`src/hw/psw_pkg.sv`:
```
// Package for the scaler window and RAM power-gate timing register bank.
// Assumes a 32-bit register port with byte-address offsets.
package psw_pkg;
   localparam logic [19:0] ADDR_GATE_A = 20'h68060;
   localparam logic [19:0] ADDR_ORIGIN_A = 20'h68070;
   localparam logic [19:0] ADDR_EXTENT_A = 20'h68074;
   localparam logic [19:0] ADDR_GATE_B = 20'h68860;
   localparam logic [19:0] ADDR_ORIGIN_B = 20'h68870;
   localparam logic [19:0] ADDR_EXTENT_B = 20'h68874;
   localparam logic [31:0] GATE_RESET = 32'h00006453;
   localparam logic [31:0] WIN_RESET = 32'h00000000;
   localparam logic [31:0] GATE_MASK = 32'h0000eedb;
   localparam logic [31:0] WIN_MASK = 32'h1fff0fff;
   localparam int LATE_START_LSB = 13;
   localparam int MID_START_LSB = 9;
   localparam int LATE_GAP_LSB = 6;
   localparam int MID_GAP_LSB = 3;
   localparam int EARLY_GAP_LSB = 0;
   localparam int LEFT_LSB = 16;
   localparam int TOP_LSB = 0;
   localparam int STEP_CYCLES = 256;
   localparam int NUM_PIPES = 2;

   typedef struct packed {
      logic [2:0] late_start;
      logic [2:0] mid_start;
      logic [1:0] late_gap;
      logic [1:0] mid_gap;
      logic [1:0] early_gap;
   } psw_gate_s;

   typedef struct packed {
      logic [12:0] left;
      logic [11:0] top;
      logic [12:0] width;
      logic [11:0] height;
   } psw_win_s;

   typedef struct packed {
      logic [10:0] late_start_cyc;
      logic [10:0] mid_start_cyc;
      logic [9:0] late_gap_cyc;
      logic [9:0] mid_gap_cyc;
      logic [9:0] early_gap_cyc;
   } psw_gate_cyc_s;

   // Active codes after reset decode the first-stage default
   localparam psw_gate_s GATE_ACT_RESET = 12'h69b;
   localparam psw_win_s WIN_ACT_RESET = 50'h0;
   // Cycle view stays zero until the first transfer
   localparam psw_gate_cyc_s CYC_RESET = 52'h0;
endpackage : psw_pkg

```
`src/hw/psw_regs.sv`:
```
// Register bank for two scaler pipes: window origin, extent, RAM gating.
// Assumes one-cycle register writes/reads, and a vblank-start pulse per pipe.
`timescale 1ns/1ps
module psw_regs (
   input wire logic i_mclk,
   input wire logic i_rst_n,
   input wire logic i_ce,
   input wire logic i_wr,
   input wire logic i_rd,
   input wire logic [19:0] i_addr,
   input wire logic [31:0] i_wdata,
   input wire logic [1:0] i_vblank_start,
   output logic [31:0] o_rdata,
   output logic o_rvalid,
   output logic [1:0] o_armed,
   output psw_pkg::psw_win_s o_win_a,
   output psw_pkg::psw_win_s o_win_b,
   output psw_pkg::psw_gate_s o_gate_a,
   output psw_pkg::psw_gate_s o_gate_b,
   output psw_pkg::psw_gate_cyc_s o_cyc_a,
   output psw_pkg::psw_gate_cyc_s o_cyc_b
);
   logic [31:0] gate_reg [psw_pkg::NUM_PIPES];
   logic [31:0] origin_reg [psw_pkg::NUM_PIPES];
   logic [31:0] extent_reg [psw_pkg::NUM_PIPES];
   logic [31:0] gate_next [psw_pkg::NUM_PIPES];
   logic [31:0] origin_next [psw_pkg::NUM_PIPES];
   logic [31:0] extent_next [psw_pkg::NUM_PIPES];
   logic [1:0] arm_reg;
   logic [1:0] arm_next;
   psw_pkg::psw_win_s win_reg [psw_pkg::NUM_PIPES];
   psw_pkg::psw_win_s win_next [psw_pkg::NUM_PIPES];
   psw_pkg::psw_gate_s act_reg [psw_pkg::NUM_PIPES];
   psw_pkg::psw_gate_s act_next [psw_pkg::NUM_PIPES];
   psw_pkg::psw_gate_cyc_s cyc_reg [psw_pkg::NUM_PIPES];
   psw_pkg::psw_gate_cyc_s cyc_next [psw_pkg::NUM_PIPES];
   logic [31:0] rdata_reg;
   logic [31:0] rdata_next;
   logic rvalid_reg;
   logic rvalid_next;
   logic [31:0] pipe_rdata [psw_pkg::NUM_PIPES];

   function automatic psw_pkg::psw_gate_s unpack_gate(input logic [31:0] v);
      psw_pkg::psw_gate_s g;
      g.late_start = v[psw_pkg::LATE_START_LSB +: 3];
      g.mid_start = v[psw_pkg::MID_START_LSB +: 3];
      g.late_gap = v[psw_pkg::LATE_GAP_LSB +: 2];
      g.mid_gap = v[psw_pkg::MID_GAP_LSB +: 2];
      g.early_gap = v[psw_pkg::EARLY_GAP_LSB +: 2];
      return g;
   endfunction : unpack_gate

   // Codes scaled to cycles; 256 is a power of two so a shift suffices
   function automatic psw_pkg::psw_gate_cyc_s to_cycles(
      input psw_pkg::psw_gate_s g);
      psw_pkg::psw_gate_cyc_s c;
      c.late_start_cyc = 11'(g.late_start * psw_pkg::STEP_CYCLES);
      c.mid_start_cyc = 11'(g.mid_start * psw_pkg::STEP_CYCLES);
      c.late_gap_cyc = 10'(g.late_gap * psw_pkg::STEP_CYCLES);
      c.mid_gap_cyc = 10'(g.mid_gap * psw_pkg::STEP_CYCLES);
      c.early_gap_cyc = 10'(g.early_gap * psw_pkg::STEP_CYCLES);
      return c;
   endfunction : to_cycles

   genvar p;
   generate
      for (p = 0; p < psw_pkg::NUM_PIPES; p++) begin : g_pipe
         logic [19:0] base_gate;
         logic [19:0] base_org;
         logic [19:0] base_ext;
         logic hit_gate;
         logic hit_org;
         logic hit_ext;
         logic do_xfer;
         psw_pkg::psw_gate_s staged_gate;
         psw_pkg::psw_gate_cyc_s staged_cyc;

         assign base_gate = (p == 0) ? psw_pkg::ADDR_GATE_A :
                                       psw_pkg::ADDR_GATE_B;
         assign base_org = (p == 0) ? psw_pkg::ADDR_ORIGIN_A :
                                      psw_pkg::ADDR_ORIGIN_B;
         assign base_ext = (p == 0) ? psw_pkg::ADDR_EXTENT_A :
                                      psw_pkg::ADDR_EXTENT_B;

         // Decode shared by writes and readback of this pipe
         assign hit_gate = (i_addr == base_gate);
         assign hit_org = (i_addr == base_org);
         assign hit_ext = (i_addr == base_ext);

         // transfer only at vblank start while armed
         assign do_xfer = arm_reg[p] && i_vblank_start[p];
         assign staged_gate = unpack_gate(gate_reg[p]);
         assign staged_cyc = to_cycles(staged_gate);

         always_comb begin
            gate_next[p] = gate_reg[p];
            origin_next[p] = origin_reg[p];
            extent_next[p] = extent_reg[p];
            if (i_wr && hit_gate) begin
               gate_next[p] = i_wdata & psw_pkg::GATE_MASK;
            end
            if (i_wr && hit_org) begin
               origin_next[p] = i_wdata & psw_pkg::WIN_MASK;
            end
            if (i_wr && hit_ext) begin
               extent_next[p] = i_wdata & psw_pkg::WIN_MASK;
            end
         end

         always_ff @(posedge i_mclk or negedge i_rst_n) begin
            if (!i_rst_n) begin
               gate_reg[p] <= psw_pkg::GATE_RESET;
               origin_reg[p] <= psw_pkg::WIN_RESET;
               extent_reg[p] <= psw_pkg::WIN_RESET;
            end else if (i_ce) begin
               gate_reg[p] <= gate_next[p];
               origin_reg[p] <= origin_next[p];
               extent_reg[p] <= extent_next[p];
            end
         end

         // extent write arms; set beats the vblank clear
         always_comb begin
            arm_next[p] = arm_reg[p];
            if (do_xfer) begin
               arm_next[p] = 1'b0;
            end
            if (i_wr && hit_ext) begin
               arm_next[p] = 1'b1;
            end
         end

         always_ff @(posedge i_mclk or negedge i_rst_n) begin
            if (!i_rst_n) begin
               arm_reg[p] <= 1'b0;
            end else if (i_ce) begin
               arm_reg[p] <= arm_next[p];
            end
         end

         // Old values keep driving the banks until the transfer
         always_comb begin
            win_next[p] = win_reg[p];
            act_next[p] = act_reg[p];
            cyc_next[p] = cyc_reg[p];
            if (do_xfer) begin
               act_next[p].late_start = staged_gate.late_start;
               cyc_next[p].late_start_cyc = staged_cyc.late_start_cyc;
               act_next[p].mid_start = staged_gate.mid_start;
               cyc_next[p].mid_start_cyc = staged_cyc.mid_start_cyc;
               act_next[p].late_gap = staged_gate.late_gap;
               cyc_next[p].late_gap_cyc = staged_cyc.late_gap_cyc;
               act_next[p].mid_gap = staged_gate.mid_gap;
               cyc_next[p].mid_gap_cyc = staged_cyc.mid_gap_cyc;
               act_next[p].early_gap = staged_gate.early_gap;
               cyc_next[p].early_gap_cyc = staged_cyc.early_gap_cyc;
               // origin passed on with no rotation remap
               win_next[p].left = origin_reg[p][psw_pkg::LEFT_LSB +: 13];
               win_next[p].top = origin_reg[p][psw_pkg::TOP_LSB +: 12];
               win_next[p].width = extent_reg[p][psw_pkg::LEFT_LSB +: 13];
               win_next[p].height = extent_reg[p][psw_pkg::TOP_LSB +: 12];
            end
         end

         always_ff @(posedge i_mclk or negedge i_rst_n) begin
            if (!i_rst_n) begin
               win_reg[p] <= psw_pkg::WIN_ACT_RESET;
               act_reg[p] <= psw_pkg::GATE_ACT_RESET;
               cyc_reg[p] <= psw_pkg::CYC_RESET;
            end else if (i_ce) begin
               win_reg[p] <= win_next[p];
               act_reg[p] <= act_next[p];
               cyc_reg[p] <= cyc_next[p];
            end
         end

         always_comb begin
            pipe_rdata[p] = 32'h00000000;
            if (hit_gate) begin
               pipe_rdata[p] = gate_reg[p];
            end
            if (hit_org) begin
               pipe_rdata[p] = origin_reg[p];
            end
            if (hit_ext) begin
               pipe_rdata[p] = extent_reg[p];
            end
         end
      end
   endgenerate

   // Pipes decode disjoint addresses, so an OR merges them
   always_comb begin
      rvalid_next = i_rd;
      rdata_next = 32'h00000000;
      if (i_rd) begin
         rdata_next = pipe_rdata[0] | pipe_rdata[1];
      end
   end

   always_ff @(posedge i_mclk or negedge i_rst_n) begin
      if (!i_rst_n) begin
         rdata_reg <= 32'h00000000;
         rvalid_reg <= 1'b0;
      end else if (i_ce) begin
         rdata_reg <= rdata_next;
         rvalid_reg <= rvalid_next;
      end
   end

   assign o_rdata = rdata_reg;
   assign o_rvalid = rvalid_reg;
   assign o_armed = arm_reg;
   assign o_win_a = win_reg[0];
   assign o_win_b = win_reg[1];
   assign o_gate_a = act_reg[0];
   assign o_gate_b = act_reg[1];
   assign o_cyc_a = cyc_reg[0];
   assign o_cyc_b = cyc_reg[1];
endmodule : psw_regs

```
`config.mk`:
```
export PLATFORM = sky130hd
export DESIGN_NAME = psw_regs
export DESIGN_NICKNAME = d
export VERILOG_FILES = /design/src/hw/psw_pkg.sv /design/src/hw/psw_regs.sv
export SDC_FILE = /design/constraint.sdc
export NUM_CORES = 1
export LEC_CHECK = 0
export BUFFER_PORTS_ARGS = -buffer_cell sky130_fd_sc_hd__buf_2
export CORE_ASPECT_RATIO = 0.9
export CORE_MARGIN = 4
export CORE_UTILIZATION = 50
export CTS_BUF_LIST = sky130_fd_sc_hd__clkbuf_16
export CTS_CLUSTER_DIAMETER = 30
export DETAILED_ROUTE_END_ITERATION = 10
export GPL_TIMING_DRIVEN = 0
export PLACE_DENSITY = 0.76
export SLEW_MARGIN = 10
export SYNTH_ARGS = -nofsm -noshare
export SYNTH_HDL_FRONTEND = slang
export SYNTH_SLANG_ARGS = --single-unit
```
`constraint.sdc`:
```
create_clock -name i_mclk -period 1.4 [get_ports i_mclk]
set_input_delay 0.14 -clock i_mclk [delete_from_list [all_inputs] [get_ports i_mclk]]
set_output_delay 0.14 -clock i_mclk [all_outputs]
set_load 0.005 [all_outputs]
```
# Word level (Yosys, flattened, before mapping)
# Index checks and enable logic that the tools add are counted.
# Widths: inputs -> output; s select.
[word_totals]
in_bits = 59
out_inout_bits = 263
reg_bits = 307
word_cells = 76
[classes]
n_reduce_logical = 20
n_eq_ne = 6
mux = 11
bitwise_logic = 1
[ops]
columns = ["operator", "n"]
rows = [
  ["$eq 20x19->1 const B", 6],
  ["$mux 32", 3],
  ["$mux 29", 2],
  ["$mux 16", 2],
  ["$or 32x29->32", 1],
  ["$reduce_and 2->1", 10],
  ["$logic_and 1x1->1", 8],
  ["$mux 1", 4],
  ["$reduce_bool 2->1", 2],
]

# Depth between registers and ports, before layout
[logic_depth]
depth_word = 6
depth_mapped = 7
mapped_depth_nobuf = 4

# Worst setup path after synthesis
# OpenSTA, ideal clock, no wires.
[synth_timing]
path_kind = "input to register"
start = "input i_addr[0]"
end = "register origin_reg[10] (netlist name)"
setup_time_ps = 127
required_time_ps = 1273
path_buffers = 3
arrival_time_ps = 1831
cell_stages = 7
slack_ps = -558
path_cell_list = "or4b_1 > buf_2 > nor3_2 > and3_1 > buf_2 > buf_6 > mux2_1"
[synth_via]
elab_chain_cells = 3
[synth_lines]
columns = ["element", "line", "source"]
rows = [
  ["start: declaration", "psw_regs.sv:10", "input wire logic [19:0] i_addr,"],
  ["$eq 20x19->1", "psw_regs.sv:87", "assign hit_org = (i_addr == base_org);"],
  ["$logic_and 1x1->1", "psw_regs.sv:102", "if (i_wr && hit_org) begin"],
  ["$reduce_and 2->1 (no line)", "n/a", ""],
  ["end signal: indexed assignment", "psw_regs.sv:113", "origin_reg[p] <= psw_pkg::WIN_RESET;"],
  ["end signal: indexed assignment", "psw_regs.sv:117", "origin_reg[p] <= origin_next[p];"],
  ["end: declaration", "psw_regs.sv:24", "logic [31:0] origin_reg [psw_pkg::NUM_PIPES];"],
]
# Every way passes these cells.
# A chain may end at the register's enable or synchronous reset.

# Final worst setup path
[layout_timing]
start = "input i_addr[12]"
end = "register origin_reg[48] (netlist name)"
# Same word-level chain as after synthesis.

==> summary.md <==
| Metric | Value |
|---|---|
| Final nets | 1642 |
| Total congestion overflow after global routing | 0 |
| Sequential element share of the synthesized area | 58.38% |
| Register Area | 7367 µm² |
| Instance count after placement with tap cells included | 1788 |
| Total Wirelength | 43.13 mm |
| Worst slack at placement | -1.102 ns |
| Total of max-cap violations | 0 |
| Buf/Inv on CP | 5 |
| Total clock sinks | 293 |
| Ratio of final minimum period to clock period | 120.1% |
| Largest fanout on the critical path | 5 |
| Flop-to-flop setup slack | 0.01 ns |
| Starting density of the core | 51.45% |
| Mapped cell area | 12620 µm² |
| Final Wtd Congestion | 0.9022 |
| Synth-to-layout area growth | 44.00% |
| YS warnings | 0 |
| Core Region | 24530 µm² |
| Number of filler cells placed in the layout | 1534 |
| Unrepaired setup endpoints after global routing | true |
| Post-Syn Area per Cell | 11.13 µm² |
| Setup slack after layout | -0.2812 ns |
| Cell class contributing the biggest share of worst-path delay | simple AND/OR/NAND/NOR gates |
| DRC | 0 |
| Boundary pin count | 322 |
| Total of endpoints with negative setup slack in the final report | 151 |
| HP Class | primary input to flip-flop |
| Final-report hold violation count | 0 |
| Max VDD drop | 0.8839 mV |
| # port buffers | 232 |
| Final Max Slew Viols | 0 |
| Worst slew margin | 45.01% |
| Nature of the critical path startpoint | primary input |
| Outcome | finished with violations |
| Via count | 10627 |
| Most common cell after layout, fill and taps aside | sky130_fd_sc_hd__nand2_1 |
| Worst stage delay on the critical path | 0.58 ns |
| Die outline area | 27850 µm² |
| Placed Area | 14750 µm² |
| Wire length of the first global-routing pass | 62.56 mm |
| Static Leak | 10.10 nW |
| Worst hold slack across all endpoints | 0.03716 ns |
| Largest net degree at the start of global routing | 104 |
| Drt via density | 5.414 |
| Clock-pin slew on the worst setup and hold paths | 0.06 ns |
| First-pass iteration count of the detailed router | 6 |
| Most common cell type on the critical path | sky130_fd_sc_hd__buf_6 |
| Root Buffer Master | sky130_fd_sc_hd__clkbuf_16 |
| Final instance count without filler cells | 1963 |
| Number of flops mapped to enable cells by yosys | 0 |
| Sum of internal, switching and leakage power | 0.02254 W |
| Commonest cells after routing, fill and taps aside | sky130_fd_sc_hd__nand2_1, sky130_fd_sc_hd__dfrtp_1, sky130_fd_sc_hd__buf_2 |
| Buffers from clock root to sink, at most | 3 |
| Post-detailed-placement half-perimeter wirelength | 26.53 mm |
| Async set or reset register ratio after synthesis | 100.0% |
| Kind of capture point of the worst setup path | flip-flop |
| Worst skew pair latency | 0.54 ns |
| Violations in the final reports | negative setup slack |
| Fin crit period | 1.681 ns |
| Avg WL per Cell | 21.97 µm |
| Die H | 158.7 µm |
| Cell area after layout | 18170 µm² |
| Count of distinct cell types in the synthesized netlist | 42 |
| Critical path cell sequence | buf_6 > or4b_4 > nor4_4 > buf_4 > buf_6 > nand3_4 > buf_12 > buf_8 > mux2_2 |
| Crit. path cell count | 9 |
| Gate count after technology mapping | 1134 |
| Overall Global Routing Usage | 28.36% |
| Via count of the first global-routing pass | 10749 |
| Category of the most critical setup path | primary input to flip-flop |
| CTS tree | yes |
| Number of storage elements in the synthesis netlist | 293 |
| H-tree depth reported by CTS | 2 |
| Arrival time worst endpoint | 2.09 ns |
| Slowest-stage cell, CP | sky130_fd_sc_hd__or4b_4 |
| Total power density per cell area | 1241 nW/µm² |
| Count of nets left with antenna violations after detail routing | 0 |
| Clock skew after layout | 0.02215 ns |
| Critical path data required time | 1.81 ns |
| Prevailing post-synth register cell | sky130_fd_sc_hd__dfrtp_1 |
| Share of final-layout standard cells stronger than drive strength 1 | 44.92% |
| Maximum clock frequency | 0.5948 GHz |
| Horiz. Die Dim | 175.5 µm |
| Number of buffers created by CTS | 52 |
| Hold Path Depth | 2 |
| Number of antenna violations at the first check in global routing | 2 |
| Transition at the pin with the smallest max-transition slack | 0.8248 ns |
| Area of the multi-input gates | 5126 µm² |
| DRC marker count from the first detailed-route iteration | 1144 |
| R2R depth | 3 |
| Standard-cell rows | 54 |
==> worst register-to-register path: cells and delay by family, from the launching register on <==
kind           cells  cell delay, ns
multiplexers       1            0.29
AO/OA/AOI/OAI      2            0.56
flip-flops         1            0.41
==> worst paths after layout <==
kind / from / endpoint
max in group asynchronous: i_rst_n / g_pipe[0].staged_gate[10]
hold / removal: i_wdata[7] / g_pipe[0].staged_gate[5]
setup reg to reg: origin_reg[1] / o_rdata[1]
min in group asynchronous: i_rst_n / o_win_b[42]
setup / recovery: i_addr[12] / origin_reg[48]
hold reg to reg: o_gate_a[1] / o_gate_a[1]
==> power by group <==
part | internal, W | leakage [nW] | switching, W
Combinational | 0.000357 | 5.20 | 0.000511
Sequential | 0.00848 | 3.99 | 0.00000188
Clock | 0.00841 | 0.909 | 0.00478
==> through the flow <==
stage	utilization, %	setup TNS (ns)
floorplan	-	-60.07
global placement	59.77	-1676.92
detailed placement	60.15	-235.49
CTS	72.75	-21.44
global route	74.09	-26.89
finish	74.09	-28.50
==> cell usage after synthesis (2+ instances only) <==
| master | instances | area, µm² |
|---|---|---|
| sky130_fd_sc_hd__buf_4 | 97 | 728.2 |
| sky130_fd_sc_hd__or4b_1 | 2 | 20.02 |
| sky130_fd_sc_hd__and4_1 | 2 | 17.52 |
| sky130_fd_sc_hd__mux2i_1 | 35 | 350.3 |
| sky130_fd_sc_hd__o211ai_1 | 8 | 60.06 |
| sky130_fd_sc_hd__dfstp_2 | 28 | 735.7 |
| sky130_fd_sc_hd__and3_1 | 4 | 25.02 |
| sky130_fd_sc_hd__mux2_2 | 96 | 1081 |
| sky130_fd_sc_hd__a21o_1 | 2 | 15.01 |
| sky130_fd_sc_hd__buf_2 | 7 | 35.03 |
| sky130_fd_sc_hd__o2bb2ai_1 | 3 | 26.28 |
| sky130_fd_sc_hd__o221ai_1 | 16 | 140.1 |
| sky130_fd_sc_hd__buf_1 | 2 | 7.510 |
| sky130_fd_sc_hd__nor4_4 | 2 | 42.54 |
| sky130_fd_sc_hd__nand2_1 | 420 | 1577 |
| sky130_fd_sc_hd__dfrtp_1 | 265 | 6631 |
| sky130_fd_sc_hd__a32oi_1 | 9 | 78.83 |
| sky130_fd_sc_hd__a22oi_1 | 8 | 60.06 |
| sky130_fd_sc_hd__mux2_1 | 47 | 529.3 |
| sky130_fd_sc_hd__clkbuf_1 | 41 | 153.9 |
| sky130_fd_sc_hd__buf_6 | 6 | 67.56 |
| sky130_fd_sc_hd__nand3_1 | 14 | 70.07 |
==> kinds of logic after synthesis <==
logic type	Yosys count	share of synthesized area (%)
AND/OR/NAND/NOR	459	15.00
flip-flops	293	58.38
multiplexers	178	15.54
buffers and inverters	154	7.892
AO/OA/AOI/OAI	49	3.163
other	1	0.02972
==> timing repair <==
item | in CTS | in global routing
hold buffers | 26 | 1
pin swaps | 11 | 18
resized for setup | 158 | 61
gates cloned | 7 | 3
endpoints found under the setup margin | 276 | 310
hold endpoints to repair | 205 | 4
buffers inserted | 30 | 20
==> area by class of cell <==
type	count	share of cell area (%)
flip-flops and latches	293	40.54
multi-input cells	770	28.21
repair buffers	318	12.26
clock buffers	53	7.298
plain buffers	147	6.438
clock inverters	43	2.892
well taps	336	2.313
diodes	2	0.02754
inverters	1	0.02066
==> metal layers <==
metal  vias up  track usage (%)  share of wire, %
met1      5163            37.43                39
met4         0            13.47               5.3
li1       4522                -                 -
met3       193            8.036                10
met2       749            43.63                46
met5         -                0                 0
(Power assumes the default switching activity.)
